## config.mk

```make
export PLATFORM = sky130hd
export DESIGN_NAME = uart_buffers
export DESIGN_NICKNAME = d
export VERILOG_FILES = /design/src/core/uart_buf_pkg.sv /design/src/core/rx_fifo.sv /design/src/core/uart_buffers.sv
export SDC_FILE = /design/constraint.sdc
export NUM_CORES = 1
export LEC_CHECK = 0
export ABC_AREA = 1
export BUFFER_PORTS_ARGS = -buffer_cell sky130_fd_sc_hd__buf_4
export CAP_MARGIN = 20
export CORE_MARGIN = 1.5
export CORE_UTILIZATION = 45
export DETAILED_ROUTE_END_ITERATION = 10
export GPL_TIMING_DRIVEN = 0
export PLACE_DENSITY_LB_ADDON = 0.12
export SETUP_SLACK_MARGIN = 0.3
export SLEW_MARGIN = 20
export SYNTH_ARGS = -nofsm -noshare
export SYNTH_HDL_FRONTEND = slang
export SYNTH_SLANG_ARGS = --single-unit
```

## constraint.sdc

```tcl
create_clock -name clock_in -period 3 [get_ports clock_in]
set_input_delay 0.3 -clock clock_in [delete_from_list [all_inputs] [get_ports clock_in]]
set_output_delay 0.3 -clock clock_in [all_outputs]
set_load 0.005 [all_outputs]
```

## src/core/uart_buf_pkg.sv

```systemverilog
// constants, field layouts and carrier types of the serial port buffer block
// assumes the host bus, line control and status logic sit outside this block
package uart_buf_pkg;
  // register offsets on the host address lines
  localparam logic [2:0] OFS_DATA = 3'h0;
  localparam logic [2:0] OFS_IER = 3'h1;
  localparam logic [2:0] OFS_IIR = 3'h2;
  // interrupt enable bit positions and width
  localparam int IER_RDA = 0;
  localparam int IER_THRE = 1;
  localparam int IER_LSI = 2;
  localparam int IER_MSI = 3;
  localparam int IER_WIDTH = 4;
  // identification codes, bits 3:0, and fifo enabled values, bits 7:6
  localparam logic [3:0] IIR_NONE = 4'h1;
  localparam logic [3:0] IIR_LSI = 4'h6;
  localparam logic [3:0] IIR_RDA = 4'h4;
  localparam logic [3:0] IIR_TOUT = 4'hc;
  localparam logic [3:0] IIR_THRE = 4'h2;
  localparam logic [3:0] IIR_MSI = 4'h0;
  localparam logic [1:0] IIR_FIFO_ON = 2'h3;
  localparam logic [1:0] IIR_FIFO_OFF = 2'h0;
  // character format and time-out
  localparam int DATA_BITS = 8;
  localparam logic [2:0] LAST_BIT = 3'h7;
  localparam logic [2:0] TOUT_CHARS = 3'h4;
  // trigger levels in bytes for encodings 0..3
  localparam int TRIG_L0 = 1;
  localparam int TRIG_L1 = 4;
  localparam int TRIG_L2 = 8;
  localparam int TRIG_L3 = 14;

  typedef struct packed {
    logic [2:0] addr;
    logic rd;
    logic wr;
    logic [7:0] wdata;
  } host_req_type;

  typedef struct packed {
    logic divisor_latch_access;
    logic fifo_enable;
    logic [1:0] rx_trigger;
    logic irq_output_gate;
  } port_ctrl_type;

  typedef struct packed {
    logic line_status_set;
    logic line_status_read;
    logic modem_change;
    logic modem_status_read;
  } status_event_type;

  // trigger encoding to byte count
  function automatic int trigger_level(input logic [1:0] code);
    case (code)
      2'h0: trigger_level = TRIG_L0;
      2'h1: trigger_level = TRIG_L1;
      2'h2: trigger_level = TRIG_L2;
      default: trigger_level = TRIG_L3;
    endcase
  endfunction : trigger_level
endpackage : uart_buf_pkg

```

## src/core/rx_fifo.sv

```systemverilog
// receive fifo with valid and ready on both sides and a fill count
// assumes a single clock; flush empties it in one cycle
`timescale 1ns/1ps
module rx_fifo
  import uart_buf_pkg::*;
#(
  parameter int WIDTH = 8,
  parameter int DEPTH = 8
)(
  // clock and reset
  input wire logic clock_in,
  input wire logic reset_n_in,
  input wire logic flush_in,
  // fill side
  input wire logic in_valid_in,
  output logic in_ready_out,
  input wire logic [WIDTH-1:0] in_data_in,
  // drain side
  output logic out_valid_out,
  input wire logic out_ready_in,
  output logic [WIDTH-1:0] out_data_out,
  output logic [$clog2(DEPTH+1)-1:0] count_out
);
  localparam int AW = $clog2(DEPTH);
  localparam int CW = $clog2(DEPTH+1);
  initial if (DEPTH < 2 || (DEPTH & (DEPTH - 1)) != 0) $error("depth must be a power of two");

  typedef struct packed {
    logic [DEPTH-1:0][WIDTH-1:0] mem;
    logic [AW-1:0] wr_ptr;
    logic [AW-1:0] rd_ptr;
    logic [CW-1:0] count;
  } fifo_state_type;

  fifo_state_type state_ff;
  fifo_state_type nxt_state;
  logic push;
  logic pop;

  // handshakes and head word
  assign in_ready_out = (state_ff.count != CW'(DEPTH));
  assign out_valid_out = (state_ff.count != '0);
  assign out_data_out = state_ff.mem[state_ff.rd_ptr];
  assign count_out = state_ff.count;
  assign push = in_valid_in && in_ready_out;
  assign pop = out_valid_out && out_ready_in;

  // pointer and count update
  always_comb
  begin
    nxt_state = state_ff;
    if (push)
    begin
      nxt_state.mem[state_ff.wr_ptr] = in_data_in;
      nxt_state.wr_ptr = state_ff.wr_ptr + AW'(1);
    end
    if (pop)
      nxt_state.rd_ptr = state_ff.rd_ptr + AW'(1);
    nxt_state.count = state_ff.count + CW'(push) - CW'(pop);
    if (flush_in)
    begin
      nxt_state.wr_ptr = '0;
      nxt_state.rd_ptr = '0;
      nxt_state.count = '0;
    end
  end

  always_ff @(posedge clock_in or negedge reset_n_in)
    if (!reset_n_in)
      state_ff <= '0;
    else
      state_ff <= nxt_state;
endmodule : rx_fifo

```

## src/core/uart_buffers.sv

```systemverilog
// receive and transmit buffers, interrupt enables and prioritised identification
// assumes line control, fifo control, status and baud logic sit outside and
// deliver one bit_tick_in pulse per bit time and one char_tick_in per character time
// Operation
// - offset 0 read returns received character
// - characters go least significant bit first
// - hidden shift register assembles received bytes
// - offset 0 write loads transmit holding
// - transmit shifter loads after previous byte
// - enable register low four bits
// - no enables means no interrupt shown
// - bit 0 enables data and time-out
// - bit 1 enables holding-empty interrupt
// - bit 2 enables line status interrupt
// - bit 3 enables modem status interrupt
// - reserved bits read zero, ignore writes
// - offset 2 reports highest priority pending
// - report frozen during identification read
// - bit 0 low when interrupt pending
// - identification codes per source
// - time-out bit only in fifo mode
// - bits 7:6 mirror fifo enable
// - data interrupt clears on read/below trigger
// - time-out after four idle character times
// - holding-empty clears on report read/write
// - interrupt driven only when gate set
// - divisor access bit remaps offsets 0,1
`timescale 1ns/1ps
module uart_buffers
  import uart_buf_pkg::*;
#(
  parameter int FIFO_DEPTH = 8
)(
  // clock and reset
  input wire logic clock_in,
  input wire logic reset_n_in,
  // host register access
  input wire host_req_type host_in,
  output logic [7:0] rdata_out,
  // control from neighbouring registers
  input wire port_ctrl_type ctrl_in,
  input wire status_event_type events_in,
  // timing strobes
  input wire logic bit_tick_in,
  input wire logic char_tick_in,
  // serial line
  input wire logic rx_serial_in,
  output logic tx_serial_out,
  // interrupt pin, tri-state
  output logic irq_out,
  output logic irq_oe_out,
  // status for the line status logic
  output logic rx_data_ready_out,
  output logic tx_idle_out
);
  initial if (FIFO_DEPTH < 2) $error("fifo depth too small");
  localparam int CW = $clog2(FIFO_DEPTH+1);

  typedef enum logic [1:0] {RX_IDLE, RX_DATA, RX_STOP, RX_DONE} rx_state_type;
  typedef enum logic [1:0] {TX_IDLE, TX_START, TX_DATA, TX_STOP} tx_state_type;

  typedef struct packed {
    rx_state_type rx_state;
    logic [2:0] rx_bit;
    logic [7:0] rx_shift;
    tx_state_type tx_state;
    logic [2:0] tx_bit;
    logic [7:0] tx_shift;
    logic tx_line;
    logic [7:0] thr;
    logic thr_full;
    logic [IER_WIDTH-1:0] interrupt_enable;
    logic lsi_pend;
    logic thre_pend;
    logic msi_pend;
    logic tout_pend;
    logic [2:0] idle_chars;
    logic fifo_en_prev;
    logic rd_prev;
    logic [7:0] rdata;
  } state_type;

  state_type state_ff;
  state_type nxt_state;

  logic fifo_in_ready;
  logic fifo_valid;
  logic fifo_pop;
  logic fifo_push;
  logic fifo_flush;
  logic [7:0] fifo_head;
  logic [CW-1:0] fifo_count;
  logic rd_start;
  logic rx_ready;
  logic rda_level;
  logic [3:0] iir_code;
  logic [7:0] iir_value;
  logic [IER_WIDTH-1:0] pend_en;

  // access decode
  assign rd_start = host_in.rd && !state_ff.rd_prev;
  assign fifo_pop = rd_start && host_in.addr == OFS_DATA
    && !ctrl_in.divisor_latch_access;
  assign fifo_flush = ctrl_in.fifo_enable != state_ff.fifo_en_prev;
  // outside fifo mode the buffer holds a single character
  assign rx_ready = fifo_in_ready && (ctrl_in.fifo_enable || !fifo_valid);
  assign fifo_push = state_ff.rx_state == RX_DONE && rx_ready;

  rx_fifo #(
    .WIDTH(DATA_BITS),
    .DEPTH(FIFO_DEPTH)
  ) u_rx_fifo (
    .clock_in(clock_in),
    .reset_n_in(reset_n_in),
    .flush_in(fifo_flush),
    .in_valid_in(fifo_push),
    .in_ready_out(fifo_in_ready),
    .in_data_in(state_ff.rx_shift),
    .out_valid_out(fifo_valid),
    .out_ready_in(fifo_pop),
    .out_data_out(fifo_head),
    .count_out(fifo_count)
  );

  // received data level, trigger clamped to the fifo depth
  always_comb
  begin
    int trig;
    trig = trigger_level(ctrl_in.rx_trigger);
    if (trig > FIFO_DEPTH)
      trig = FIFO_DEPTH;
    if (ctrl_in.fifo_enable)
      rda_level = int'(fifo_count) >= trig;
    else
      rda_level = fifo_valid;
  end

  // enabled pending sources and identification
  assign pend_en[IER_LSI] = state_ff.interrupt_enable[IER_LSI] && state_ff.lsi_pend;
  assign pend_en[IER_RDA] = state_ff.interrupt_enable[IER_RDA]
    && (rda_level || (state_ff.tout_pend && ctrl_in.fifo_enable));
  assign pend_en[IER_THRE] = state_ff.interrupt_enable[IER_THRE] && state_ff.thre_pend;
  assign pend_en[IER_MSI] = state_ff.interrupt_enable[IER_MSI] && state_ff.msi_pend;

  always_comb
  begin
    if (pend_en[IER_LSI])
      iir_code = IIR_LSI;
    else if (pend_en[IER_RDA])
      iir_code = rda_level ? IIR_RDA : IIR_TOUT;
    else if (pend_en[IER_THRE])
      iir_code = IIR_THRE;
    else if (pend_en[IER_MSI])
      iir_code = IIR_MSI;
    else
      iir_code = IIR_NONE;
  end
  // bits 5:4 reserved as zero
  assign iir_value = {ctrl_in.fifo_enable ? IIR_FIFO_ON : IIR_FIFO_OFF,
    2'h0, iir_code};

  // next state of buffers, shifters and interrupt flags
  always_comb
  begin
    nxt_state = state_ff;
    nxt_state.rd_prev = host_in.rd;
    nxt_state.fifo_en_prev = ctrl_in.fifo_enable;
    // receiver: start bit, eight data bits lsb first, stop bit
    case (state_ff.rx_state)
      RX_IDLE:
        if (bit_tick_in && !rx_serial_in)
        begin
          nxt_state.rx_state = RX_DATA;
          nxt_state.rx_bit = '0;
        end
      RX_DATA:
        if (bit_tick_in)
        begin
          nxt_state.rx_shift = {rx_serial_in, state_ff.rx_shift[7:1]};
          nxt_state.rx_bit = state_ff.rx_bit + 3'h1;
          if (state_ff.rx_bit == LAST_BIT)
            nxt_state.rx_state = RX_STOP;
        end
      RX_STOP:
        if (bit_tick_in)
          nxt_state.rx_state = RX_DONE;
      RX_DONE:
        if (rx_ready)
          nxt_state.rx_state = RX_IDLE; // stalls while buffer full
      default:
        nxt_state.rx_state = RX_IDLE;
    endcase
    // transmitter
    case (state_ff.tx_state)
      TX_IDLE:
        if (state_ff.thr_full)
        begin
          nxt_state.tx_shift = state_ff.thr;
          nxt_state.thr_full = 1'b0;
          nxt_state.thre_pend = 1'b1;
          nxt_state.tx_state = TX_START;
        end
      TX_START:
        if (bit_tick_in)
        begin
          nxt_state.tx_line = 1'b0;
          nxt_state.tx_bit = '0;
          nxt_state.tx_state = TX_DATA;
        end
      TX_DATA:
        if (bit_tick_in)
        begin
          nxt_state.tx_line = state_ff.tx_shift[0];
          nxt_state.tx_shift = {1'b0, state_ff.tx_shift[7:1]};
          nxt_state.tx_bit = state_ff.tx_bit + 3'h1;
          if (state_ff.tx_bit == LAST_BIT)
            nxt_state.tx_state = TX_STOP;
        end
      TX_STOP:
        if (bit_tick_in)
        begin
          nxt_state.tx_line = 1'b1;
          nxt_state.tx_state = TX_IDLE;
        end
      default:
        nxt_state.tx_state = TX_IDLE;
    endcase
    // host reads: data captured at access start and held, freezing the report
    if (rd_start)
    begin
      case (host_in.addr)
        OFS_DATA:
          nxt_state.rdata = ctrl_in.divisor_latch_access ? 8'h00 : fifo_head;
        OFS_IER:
          nxt_state.rdata = ctrl_in.divisor_latch_access ? 8'h00
            : {4'h0, state_ff.interrupt_enable};
        OFS_IIR:
        begin
          nxt_state.rdata = iir_value;
          if (iir_code == IIR_THRE)
            nxt_state.thre_pend = 1'b0;
        end
        default:
          nxt_state.rdata = 8'h00;
      endcase
    end
    // host writes
    if (host_in.wr && !ctrl_in.divisor_latch_access)
    begin
      if (host_in.addr == OFS_DATA)
      begin
        nxt_state.thr = host_in.wdata;
        nxt_state.thr_full = 1'b1;
        nxt_state.thre_pend = 1'b0;
      end
      if (host_in.addr == OFS_IER)
        nxt_state.interrupt_enable = host_in.wdata[IER_WIDTH-1:0];
    end
    // line and modem status flags: set wins over clear
    if (events_in.line_status_read)
      nxt_state.lsi_pend = 1'b0;
    if (events_in.line_status_set)
      nxt_state.lsi_pend = 1'b1;
    if (events_in.modem_status_read)
      nxt_state.msi_pend = 1'b0;
    if (events_in.modem_change)
      nxt_state.msi_pend = 1'b1;
    // character time-out: idle character times counted while data waits
    if (fifo_push || fifo_pop || !fifo_valid || !ctrl_in.fifo_enable)
    begin
      nxt_state.idle_chars = '0;
      nxt_state.tout_pend = 1'b0;
    end
    else if (char_tick_in && state_ff.idle_chars != TOUT_CHARS)
      nxt_state.idle_chars = state_ff.idle_chars + 3'h1;
    if (state_ff.idle_chars == TOUT_CHARS && fifo_valid && ctrl_in.fifo_enable
        && !fifo_pop && !fifo_push)
      nxt_state.tout_pend = 1'b1;
  end

  always_ff @(posedge clock_in or negedge reset_n_in)
    if (!reset_n_in)
    begin
      state_ff <= '0;
      state_ff.rx_state <= RX_IDLE;
      state_ff.tx_state <= TX_IDLE;
      state_ff.tx_line <= 1'b1;
      state_ff.thre_pend <= 1'b1;
    end
    else
      state_ff <= nxt_state;

  // outputs
  assign rdata_out = state_ff.rdata;
  assign tx_serial_out = state_ff.tx_line;
  assign irq_out = |pend_en;
  assign irq_oe_out = ctrl_in.irq_output_gate;
  assign rx_data_ready_out = fifo_valid;
  assign tx_idle_out = state_ff.tx_state == TX_IDLE && !state_ff.thr_full;

  // checks
  chk_iir_none: assert property (@(posedge clock_in) disable iff (!reset_n_in)
    rd_start && host_in.addr == OFS_IIR && state_ff.interrupt_enable == '0
    |=> rdata_out[3:0] == IIR_NONE && !irq_out)
    else $error("identification not none with all enables clear");
  chk_irq_gate: assert property (@(posedge clock_in) disable iff (!reset_n_in)
    irq_oe_out == ctrl_in.irq_output_gate && (irq_out == (pend_en != '0)))
    else $error("interrupt pin drive wrong");
  chk_lsi_first: assert property (@(posedge clock_in) disable iff (!reset_n_in)
    rd_start && host_in.addr == OFS_IIR && state_ff.lsi_pend && state_ff.interrupt_enable[IER_LSI]
    |=> rdata_out == {ctrl_in.fifo_enable ? IIR_FIFO_ON : IIR_FIFO_OFF, 2'h0, IIR_LSI})
    else $error("line status not reported first");
  chk_thr_write: assert property (@(posedge clock_in) disable iff (!reset_n_in)
    host_in.wr && host_in.addr == OFS_DATA && !ctrl_in.divisor_latch_access
    |=> !state_ff.thre_pend && state_ff.thr == $past(host_in.wdata))
    else $error("holding write did not clear empty interrupt");
  chk_iir_freeze: assert property (@(posedge clock_in) disable iff (!reset_n_in)
    host_in.rd && state_ff.rd_prev |=> $stable(rdata_out))
    else $error("report changed during read");
  chk_fifo_bits: assert property (@(posedge clock_in) disable iff (!reset_n_in)
    rd_start && host_in.addr == OFS_IIR
    |=> rdata_out[7:6] == {2{$past(ctrl_in.fifo_enable)}})
    else $error("fifo enabled bits wrong");
  chk_tout_mode: assert property (@(posedge clock_in) disable iff (!reset_n_in)
    rd_start && host_in.addr == OFS_IIR && !ctrl_in.fifo_enable
    |=> rdata_out[3] == 1'b0 && rdata_out[5:4] == 2'h0)
    else $error("time-out bit set outside fifo mode");
  chk_ier_read: assert property (@(posedge clock_in) disable iff (!reset_n_in)
    rd_start && host_in.addr == OFS_IER && !ctrl_in.divisor_latch_access
    |=> rdata_out == {4'h0, $past(state_ff.interrupt_enable)})
    else $error("enable register read wrong");
  chk_tout_cause: assert property (@(posedge clock_in) disable iff (!reset_n_in)
    $rose(state_ff.tout_pend) |-> $past(state_ff.idle_chars) == TOUT_CHARS
      && ctrl_in.fifo_enable)
    else $error("time-out without four idle characters");
  chk_thre_iir: assert property (@(posedge clock_in) disable iff (!reset_n_in)
    rd_start && host_in.addr == OFS_IIR && iir_code == IIR_THRE
    && !(state_ff.tx_state == TX_IDLE && state_ff.thr_full) |=> !state_ff.thre_pend)
    else $error("holding empty not cleared by report read");
  chk_ier_write: assert property (@(posedge clock_in) disable iff (!reset_n_in)
    host_in.wr && host_in.addr == OFS_IER && !ctrl_in.divisor_latch_access
    |=> state_ff.interrupt_enable == $past(host_in.wdata[IER_WIDTH-1:0]))
    else $error("enable write lost");
  chk_lsi_set: assert property (@(posedge clock_in) disable iff (!reset_n_in)
    events_in.line_status_set
    |=> state_ff.lsi_pend)
    else $error("line status event lost");
  chk_msi_clear: assert property (@(posedge clock_in) disable iff (!reset_n_in)
    events_in.modem_status_read && !events_in.modem_change
    |=> !state_ff.msi_pend)
    else $error("modem interrupt not cleared");
  chk_rda_clear: assert property (@(posedge clock_in) disable iff (!reset_n_in)
    fifo_pop && rx_data_ready_out && !ctrl_in.fifo_enable
    |=> !rx_data_ready_out)
    else $error("data interrupt not cleared");
  chk_tx_load: assert property (@(posedge clock_in) disable iff (!reset_n_in)
    $changed(state_ff.tx_shift) && !$past(bit_tick_in)
    |-> $past(state_ff.tx_state) == TX_IDLE)
    else $error("shifter loaded during a byte");
  chk_tx_lsb: assert property (@(posedge clock_in) disable iff (!reset_n_in)
    state_ff.tx_state == TX_DATA && bit_tick_in
    |=> tx_serial_out == $past(state_ff.tx_shift[0]))
    else $error("transmit bit order wrong");
  chk_tout_clear: assert property (@(posedge clock_in) disable iff (!reset_n_in)
    fifo_pop && rx_data_ready_out
    |=> !state_ff.tout_pend)
    else $error("time-out not cleared");
endmodule : uart_buffers

```

==> out/metrics.cfg, run 1 <==
[final_layout]
multi_input_area_sq_mm = 0.00261
register_area_sq_mm = 0.00328
final_common_cell = nand2_1
syn2layout_area_growth_pct = 18.8
fillCellCount = 1268
fin_nets = 839
fin_util_pct = 54.9
layout_common_cells = nand2_1 (169), dfrtp_1 (129), o21ai_0 (105)
diodes = 0
drive_gt1_share_pct = 15.0

[timing]
skew_ns = 0.00815
rsz0062_at_grt = false
fin_setup_tns_ns = 0
tightest_slew_ns = 0.605
setup_viol = 0
fin_crit_ns = 2.46
fmax_mhz = 407
finalCritPeriodShare_pct = 82.0
slew_viol_final = 0
slew_headroom_pct = 59.7
hold_viol_final = 0

[route]
postRouteAntennaNets = 0
wl_per_cell_um = 16.4
drc = 0
drt_iter0_drc = 322
via_per_inst = 5.33
wl_um = 16100
vias = 5234
drt_pass1_iterations = 5

[setup_path]
r2r-end = u_rx_fifo.count_out[3]$_DFF_PN0_
crit_path_end_kind = output port
arrival_ns = 2.16
worstPathMaxFanout = 5
rrSetupSlack_ns = 0.58
critPathRequiredTime_ns = 2.70
worstSetupStartpointType = register
regToRegStartpoint = state_ff[8]$_DFF_PN0_
ff2ff_path_depth = 12
criticalPathCategory = reg -> out

[hold_path]
min_path_cells = 1
min_from = ctrl_in[3]
worstHoldEndpoint = state_ff[9]$_DFF_PN0_
hold_class = in -> reg

[floorplan]
dieWidth_um = 122
core_area_sq_mm = 0.0139
start_util_pct = 46.2
fp.dieH_um = 122
dieArea_sq_mm = 0.0150
ios = 40
fp-row-count = 43

[power_and_ir_drop]
pwr-share-comb_pct = 26.8
p_per_area_mw_per_mm2 = 820
ir_drop_v = 0.000554
switching_share_pct = 34.6
pwr-share-clk_pct = 33.6
p_leak_nw = 3.71
power.internal_mw = 4.09
switching_power_mw = 2.16
p_seq_share_pct = 39.6

[cts]
clk_latency_ns = 0.42
cts-buffers-inserted = 17
cts_tree = yes
cts_buffer_depth = 2
cts_root_buf = clkbuf_16
cts.sinks = 131
h-tree-depth = 4
path_clk_slew_ns = 0.06

[flow_run]
cap_viol_max_count = 0

[synthesis]
synth_nets = 775
synth_area_per_cell_sq_um = 8.85
seq_area_frac_synth_pct = 51.1
synth_edf_count = 0
ys_seq_elements = 131
synth_area_sq_mm = 0.00641
synth-main-ff-cell = dfrtp_1
synth_cells = 725
async_flop_share_pct = 100
synthDistinctLibCells = 40
ys_warn_count = 0

[global_route]
track_usage_pct = 22.9
grt_max_degree = 72
grt_overflow = 0
grt_pass1_wl_um = 25700
grt_pass1_vias = 4962
grt_antenna_before_repair = 0

[placement]
gp_congestion = 0.851
hpwl_um = 11100
io_buffer_count = 38

[status]
outcome = complete, no violations

## area by class of cell
class	count	area share, %
buffer	32	2.94
clock buffer	17	5.58
clock inverter	15	2.28
inverter	81	4.04
multi-input combinational	481	34.3
sequential	131	43.0
tap	180	2.96
timing repair buffer	45	4.86
## stage by stage
stage / instances / instance area (sq um) / power [mW] / setup WS (ns) / hold WS (ns)
finish: 982 / 7620 / 6.25 / 0.541 / 0.0525
global route: 982 / 7620 / 6.67 / 0.345 / 0.0383
CTS: 978 / 7580 / 6.29 / 0.425 / 0.0356
detailed placement: 944 / 6960 / 4.18 / 0.411 / 0.277
global placement: 943 / 6930 / 4.09 / 0.455 / 0.419
floorplan: 725 / 6410 / 3.61 / 0.886 / 0.00441
## worst max-delay path by stage
stage / start / to / slack [ns] / cells past startpoint
floorplan: u_rx_fifo.count_out[2]$_DFF_PN0_ / u_rx_fifo.count_out[2]$_DFF_PN0_ / 0.89 / 11
global placement: host_in[9] / u_rx_fifo.count_out[1]$_DFF_PN0_ / 0.45 / 13
detailed placement: host_in[9] / u_rx_fifo.count_out[1]$_DFF_PN0_ / 0.41 / 13
finish: u_rx_fifo.count_out[3]$_DFF_PN0_ / irq_out / 0.54 / 8
global route: state_ff[8]$_DFF_PN0_ / u_rx_fifo.count_out[3]$_DFF_PN0_ / 0.34 / 12
CTS: state_ff[8]$_DFF_PN0_ / u_rx_fifo.count_out[3]$_DFF_PN0_ / 0.42 / 12
## cells by family after synthesis
logic type | after synthesis | synth area share, %
adder cells (fa/ha/maj) | 23 | 4.60
buffers and inverters | 113 | 8.23
other | 1 | 0.0585
AND/OR/NAND/NOR | 261 | 17.5
flip-flops | 131 | 51.1
multiplexers | 5 | 0.858
XOR/XNOR | 3 | 0.410
AO/OA/AOI/OAI | 188 | 17.2
## synthesized netlist by cell type, types with 9 or more instances
cell type	number	area share (%)
ha_1	22	4.3
o21ai_0	105	8.2
nor2_1	58	3.4
nand2_1	169	9.9
a21oi_1	25	2.0
buf_4	9	1.1
nand3_1	19	1.5
clkbuf_1	10	0.59
o221ai_1	11	1.5
dfrtp_1	129	50
inv_1	78	4.6
o21a_1	23	2.7
## worst max-delay path: stages (launching register included)
cell,delay [ns]
dfrtp_1,0.40
ha_1,0.34
a21oi_1,0.15
nand3_1,0.12
nand2_1,0.10
nand3_1,0.17
nand2_1,0.21
nand3_1,0.10
buf_4,0.15
## registers in the layout (all words and copies together) (netlist names), named ones only
register / count
u_rx_fifo.state_ff: 70
tx_serial_out: 1
u_rx_fifo.count_out: 4
rdata_out: 8
state_ff: 47
## what timing repair did
item,CTS,global route
setup buffers,0,4
endpoints found under the setup margin,0,3
gates resized for setup,0,3
endpoints found under the hold margin,60,0
hold buffers,2,0
## metal layers
metal	track usage [%]	vias up	share of wire, %
met3	5.39	25	4.9
met5	0	-	0
met2	36.4	122	47
met4	7.41	0	2.1
li1	-	2509	-
met1	31.0	2578	46
## power by group through the flow
stage | clock network [mW] | registers, mW | logic (mW)
after global routing | 2.22 | 2.54 | 1.92
after floorplan | 0 | 2.43 | 1.18
after detailed placement | 0 | 2.50 | 1.67
after global placement | 0 | 2.49 | 1.61
final | 2.10 | 2.48 | 1.67
after CTS | 2.13 | 2.48 | 1.68
Power figures use the tool's default switching activity.
==> inputs of run 2 (changes only) <==
--- a/config.mk
+++ b/config.mk
@@ -5,7 +5,7 @@
 export SDC_FILE = /design/constraint.sdc
 export NUM_CORES = 1
 export LEC_CHECK = 0
-export ABC_AREA = 1
+export ABC_AREA = 0
 export BUFFER_PORTS_ARGS = -buffer_cell sky130_fd_sc_hd__buf_4
 export CAP_MARGIN = 20
 export CORE_MARGIN = 1.5
==> constraint.sdc (replaced) <==
create_clock -name clock_in -period 2.5 [get_ports clock_in]
set_input_delay 0.25 -clock clock_in [delete_from_list [all_inputs] [get_ports clock_in]]
set_output_delay 0.25 -clock clock_in [all_outputs]
set_load 0.005 [all_outputs]
==> out/metrics.cfg, run 2 <==
[floorplan]
fp-row-count = 43
ios = 40
core_area_sq_mm = 0.0138
start_util_pct = 45.8
fp.dieH_um = 122
dieWidth_um = 122
dieArea_sq_mm = 0.0148

[global_route]
grt_overflow = 0
grt_max_degree = 83
grt_antenna_before_repair = 0
grt_pass1_vias = 4208
grt_pass1_wl_um = 22300
track_usage_pct = 20.4

[synthesis]
ys_warn_count = 0
synth_top_area_share_pct = 51.0
synth_area_sq_mm = 0.00633
ys_seq_elements = 131
seq_area_frac_synth_pct = 51.8
synth_cells = 519
synth_edf_count = 0
synth_area_per_cell_sq_um = 12.2
synth_common_cells = dfrtp_1 (129), nand2_1 (55), mux2_1 (53)
yosysTopAreaCell = dfrtp_1
synth_nets = 569
synthMostInstantiatedCell = dfrtp_1
synth-main-ff-cell = dfrtp_1
async_flop_share_pct = 100
synthDistinctLibCells = 55
netlist_top_cells_area = dfrtp_1 (51%), mux2_1 (9.4%), mux4_2 (5.7%)

[final_layout]
fin_util_pct = 57.6
final_common_cell = dfrtp_1
largest_reg_flops = 70
regMostFlops = u_rx_fifo.state_ff
fin_nets = 649
diodes = 0
drive_gt1_share_pct = 32.4
syn2layout_area_growth_pct = 25.8
layout_common_cells = dfrtp_1 (128), buf_4 (65), nand2_1 (55)
final_area_sq_mm = 0.00796

[route]
via_per_inst = 5.30
drt_pass1_iterations = 4
wl_per_cell_um = 17.8
drc = 0
wl_um = 14100
vias = 4199
drt_iter0_drc = 250
postRouteAntennaNets = 0

[cts]
path_clk_slew_ns = 0.06
cts-buffers-inserted = 17
cts.sinks = 131
cts_buffer_depth = 2
clk_latency_ns = 0.43
cts_tree = yes
h-tree-depth = 4
cts_root_buf = clkbuf_16

[timing]
setup_viol = 0
slew_headroom_pct = 39.5
fin_crit_ns = 2.26
finalCritPeriodShare_pct = 90.4
hold_viol_final = 0
skew_ns = 0.0131
slew_viol_final = 0
fin_setup_tns_ns = 0
tightest_slew_ns = 0.905
fmax_mhz = 442
rsz0062_at_grt = true

[hold_path]
hold_class = in -> reg

[setup_path]
worstSetupStartpointType = register
critPathRequiredTime_ns = 2.25
criticalPathCategory = reg -> out
arrival_ns = 2.01
worstPathMaxFanout = 2
crit_path_end_kind = output port

[power_and_ir_drop]
power_mw = 7.30
p_leak_nw = 3.81
ir_drop_v = 0.000557
p_per_area_mw_per_mm2 = 916

[placement]
io_buffer_count = 38
postPlaceCellArea_sq_mm = 0.00688
gp_congestion = 0.847
hpwl_um = 8980

[flow_run]
cap_viol_max_count = 0

[status]
outcome = complete, no violations

[run 2: cell count changes after synthesis, sizes merged, moves of 17 or more]
| cell | delta |
|---|---|
| nand2 | -114 |
| o21ai | -88 |
| mux2 | +74 |
| inv | -59 |
| nor2 | -30 |
| o21a | -22 |
| nand3 | -17 |
[run 2: worst max-delay path, stage by stage, from the launching register on]
cell and delay [ns]:
dfrtp_1 0.39, buf_4 0.14, ha_2 0.17, a211o_1 0.31, o32ai_4 0.32, nand3_2 0.12, buf_4 0.15
[run 2: worst paths after layout]
| path | to | from | cells past startpoint | slack (ns) |
|---|---|---|---|---|
| max | irq_out | u_rx_fifo.count_out[2]$_DFF_PN0_ | 6 | 0.24 |
| min | state_ff[16]$_DFFE_PN0P_ | events_in[3] | 2 | 0.02 |
| max reg2reg | u_rx_fifo.state_ff[33]$_DFFE_PN0P_ | u_rx_fifo.count_out[3]$_DFF_PN0_ | 10 | 0.24 |
| min reg2reg | u_rx_fifo.state_ff[60]$_DFFE_PN0P_ | u_rx_fifo.state_ff[60]$_DFFE_PN0P_ | 1 | 0.48 |
| max in group asynchronous | state_ff[52]$_DFFE_PN0P_ | reset_n_in | 3 | 1.43 |
| min in group asynchronous | state_ff[29]$_DFFE_PN0P_ | reset_n_in | 2 | 0.33 |
[run 2: final cells by class]
type,instances,area [sq um]
fill,1121,5860
sequential,131,3280
multi-input combinational,333,2940
timing repair buffer,61,538
clock buffer,20,467
buffer,34,259
tap,180,225
clock inverter,12,179
inverter,21,78.8
[run 2: metal layers]
layer	GRT usage, %	up-vias	part of all wire, %
met4	6.69	0	1.0
li1	-	1976	-
met5	0	-	0
met3	5.01	11	4.0
met2	33.4	89	49
met1	26.9	2123	46
[run 2: timing repair]
item | 4_1_cts | 5_1_grt
pin swaps | 11 | 10
hold buffers | 2 | 0
setup buffers | 15 | 5
endpoints found under the setup margin | 73 | 77
hold endpoints to repair | 48 | 0
gates resized for setup | 27 | 36
[run 2: cell families after synthesis]
family | after synthesis | share of synthesized area (%)
adder cells (fa/ha/maj) | 23 | 4.66
other | 1 | 0.0592
AND/OR/NAND/NOR | 130 | 10.2
multiplexers | 108 | 21.8
flip-flops | 131 | 51.8
buffers and inverters | 55 | 4.31
AO/OA/AOI/OAI | 63 | 6.11
XOR/XNOR | 8 | 1.11
[run 2: stage by stage]
step,hold slack [ns],worst slack (ns),cells
after global routing,0.00680,0.135,792
after floorplan,-0.0456,0.335,519
after CTS,0.00188,0.247,787
after global placement,0.377,-0.0255,737
after detailed placement,0.180,-0.0660,738
final,0.0178,0.239,792
[run 2: power by group]
group          leakage, nW  switching [mW]  internal, mW
logic                 1.76           0.995         0.857
clock network        0.308           0.954          1.75
registers             1.74           0.230          2.51
total                 3.81            2.18          5.12
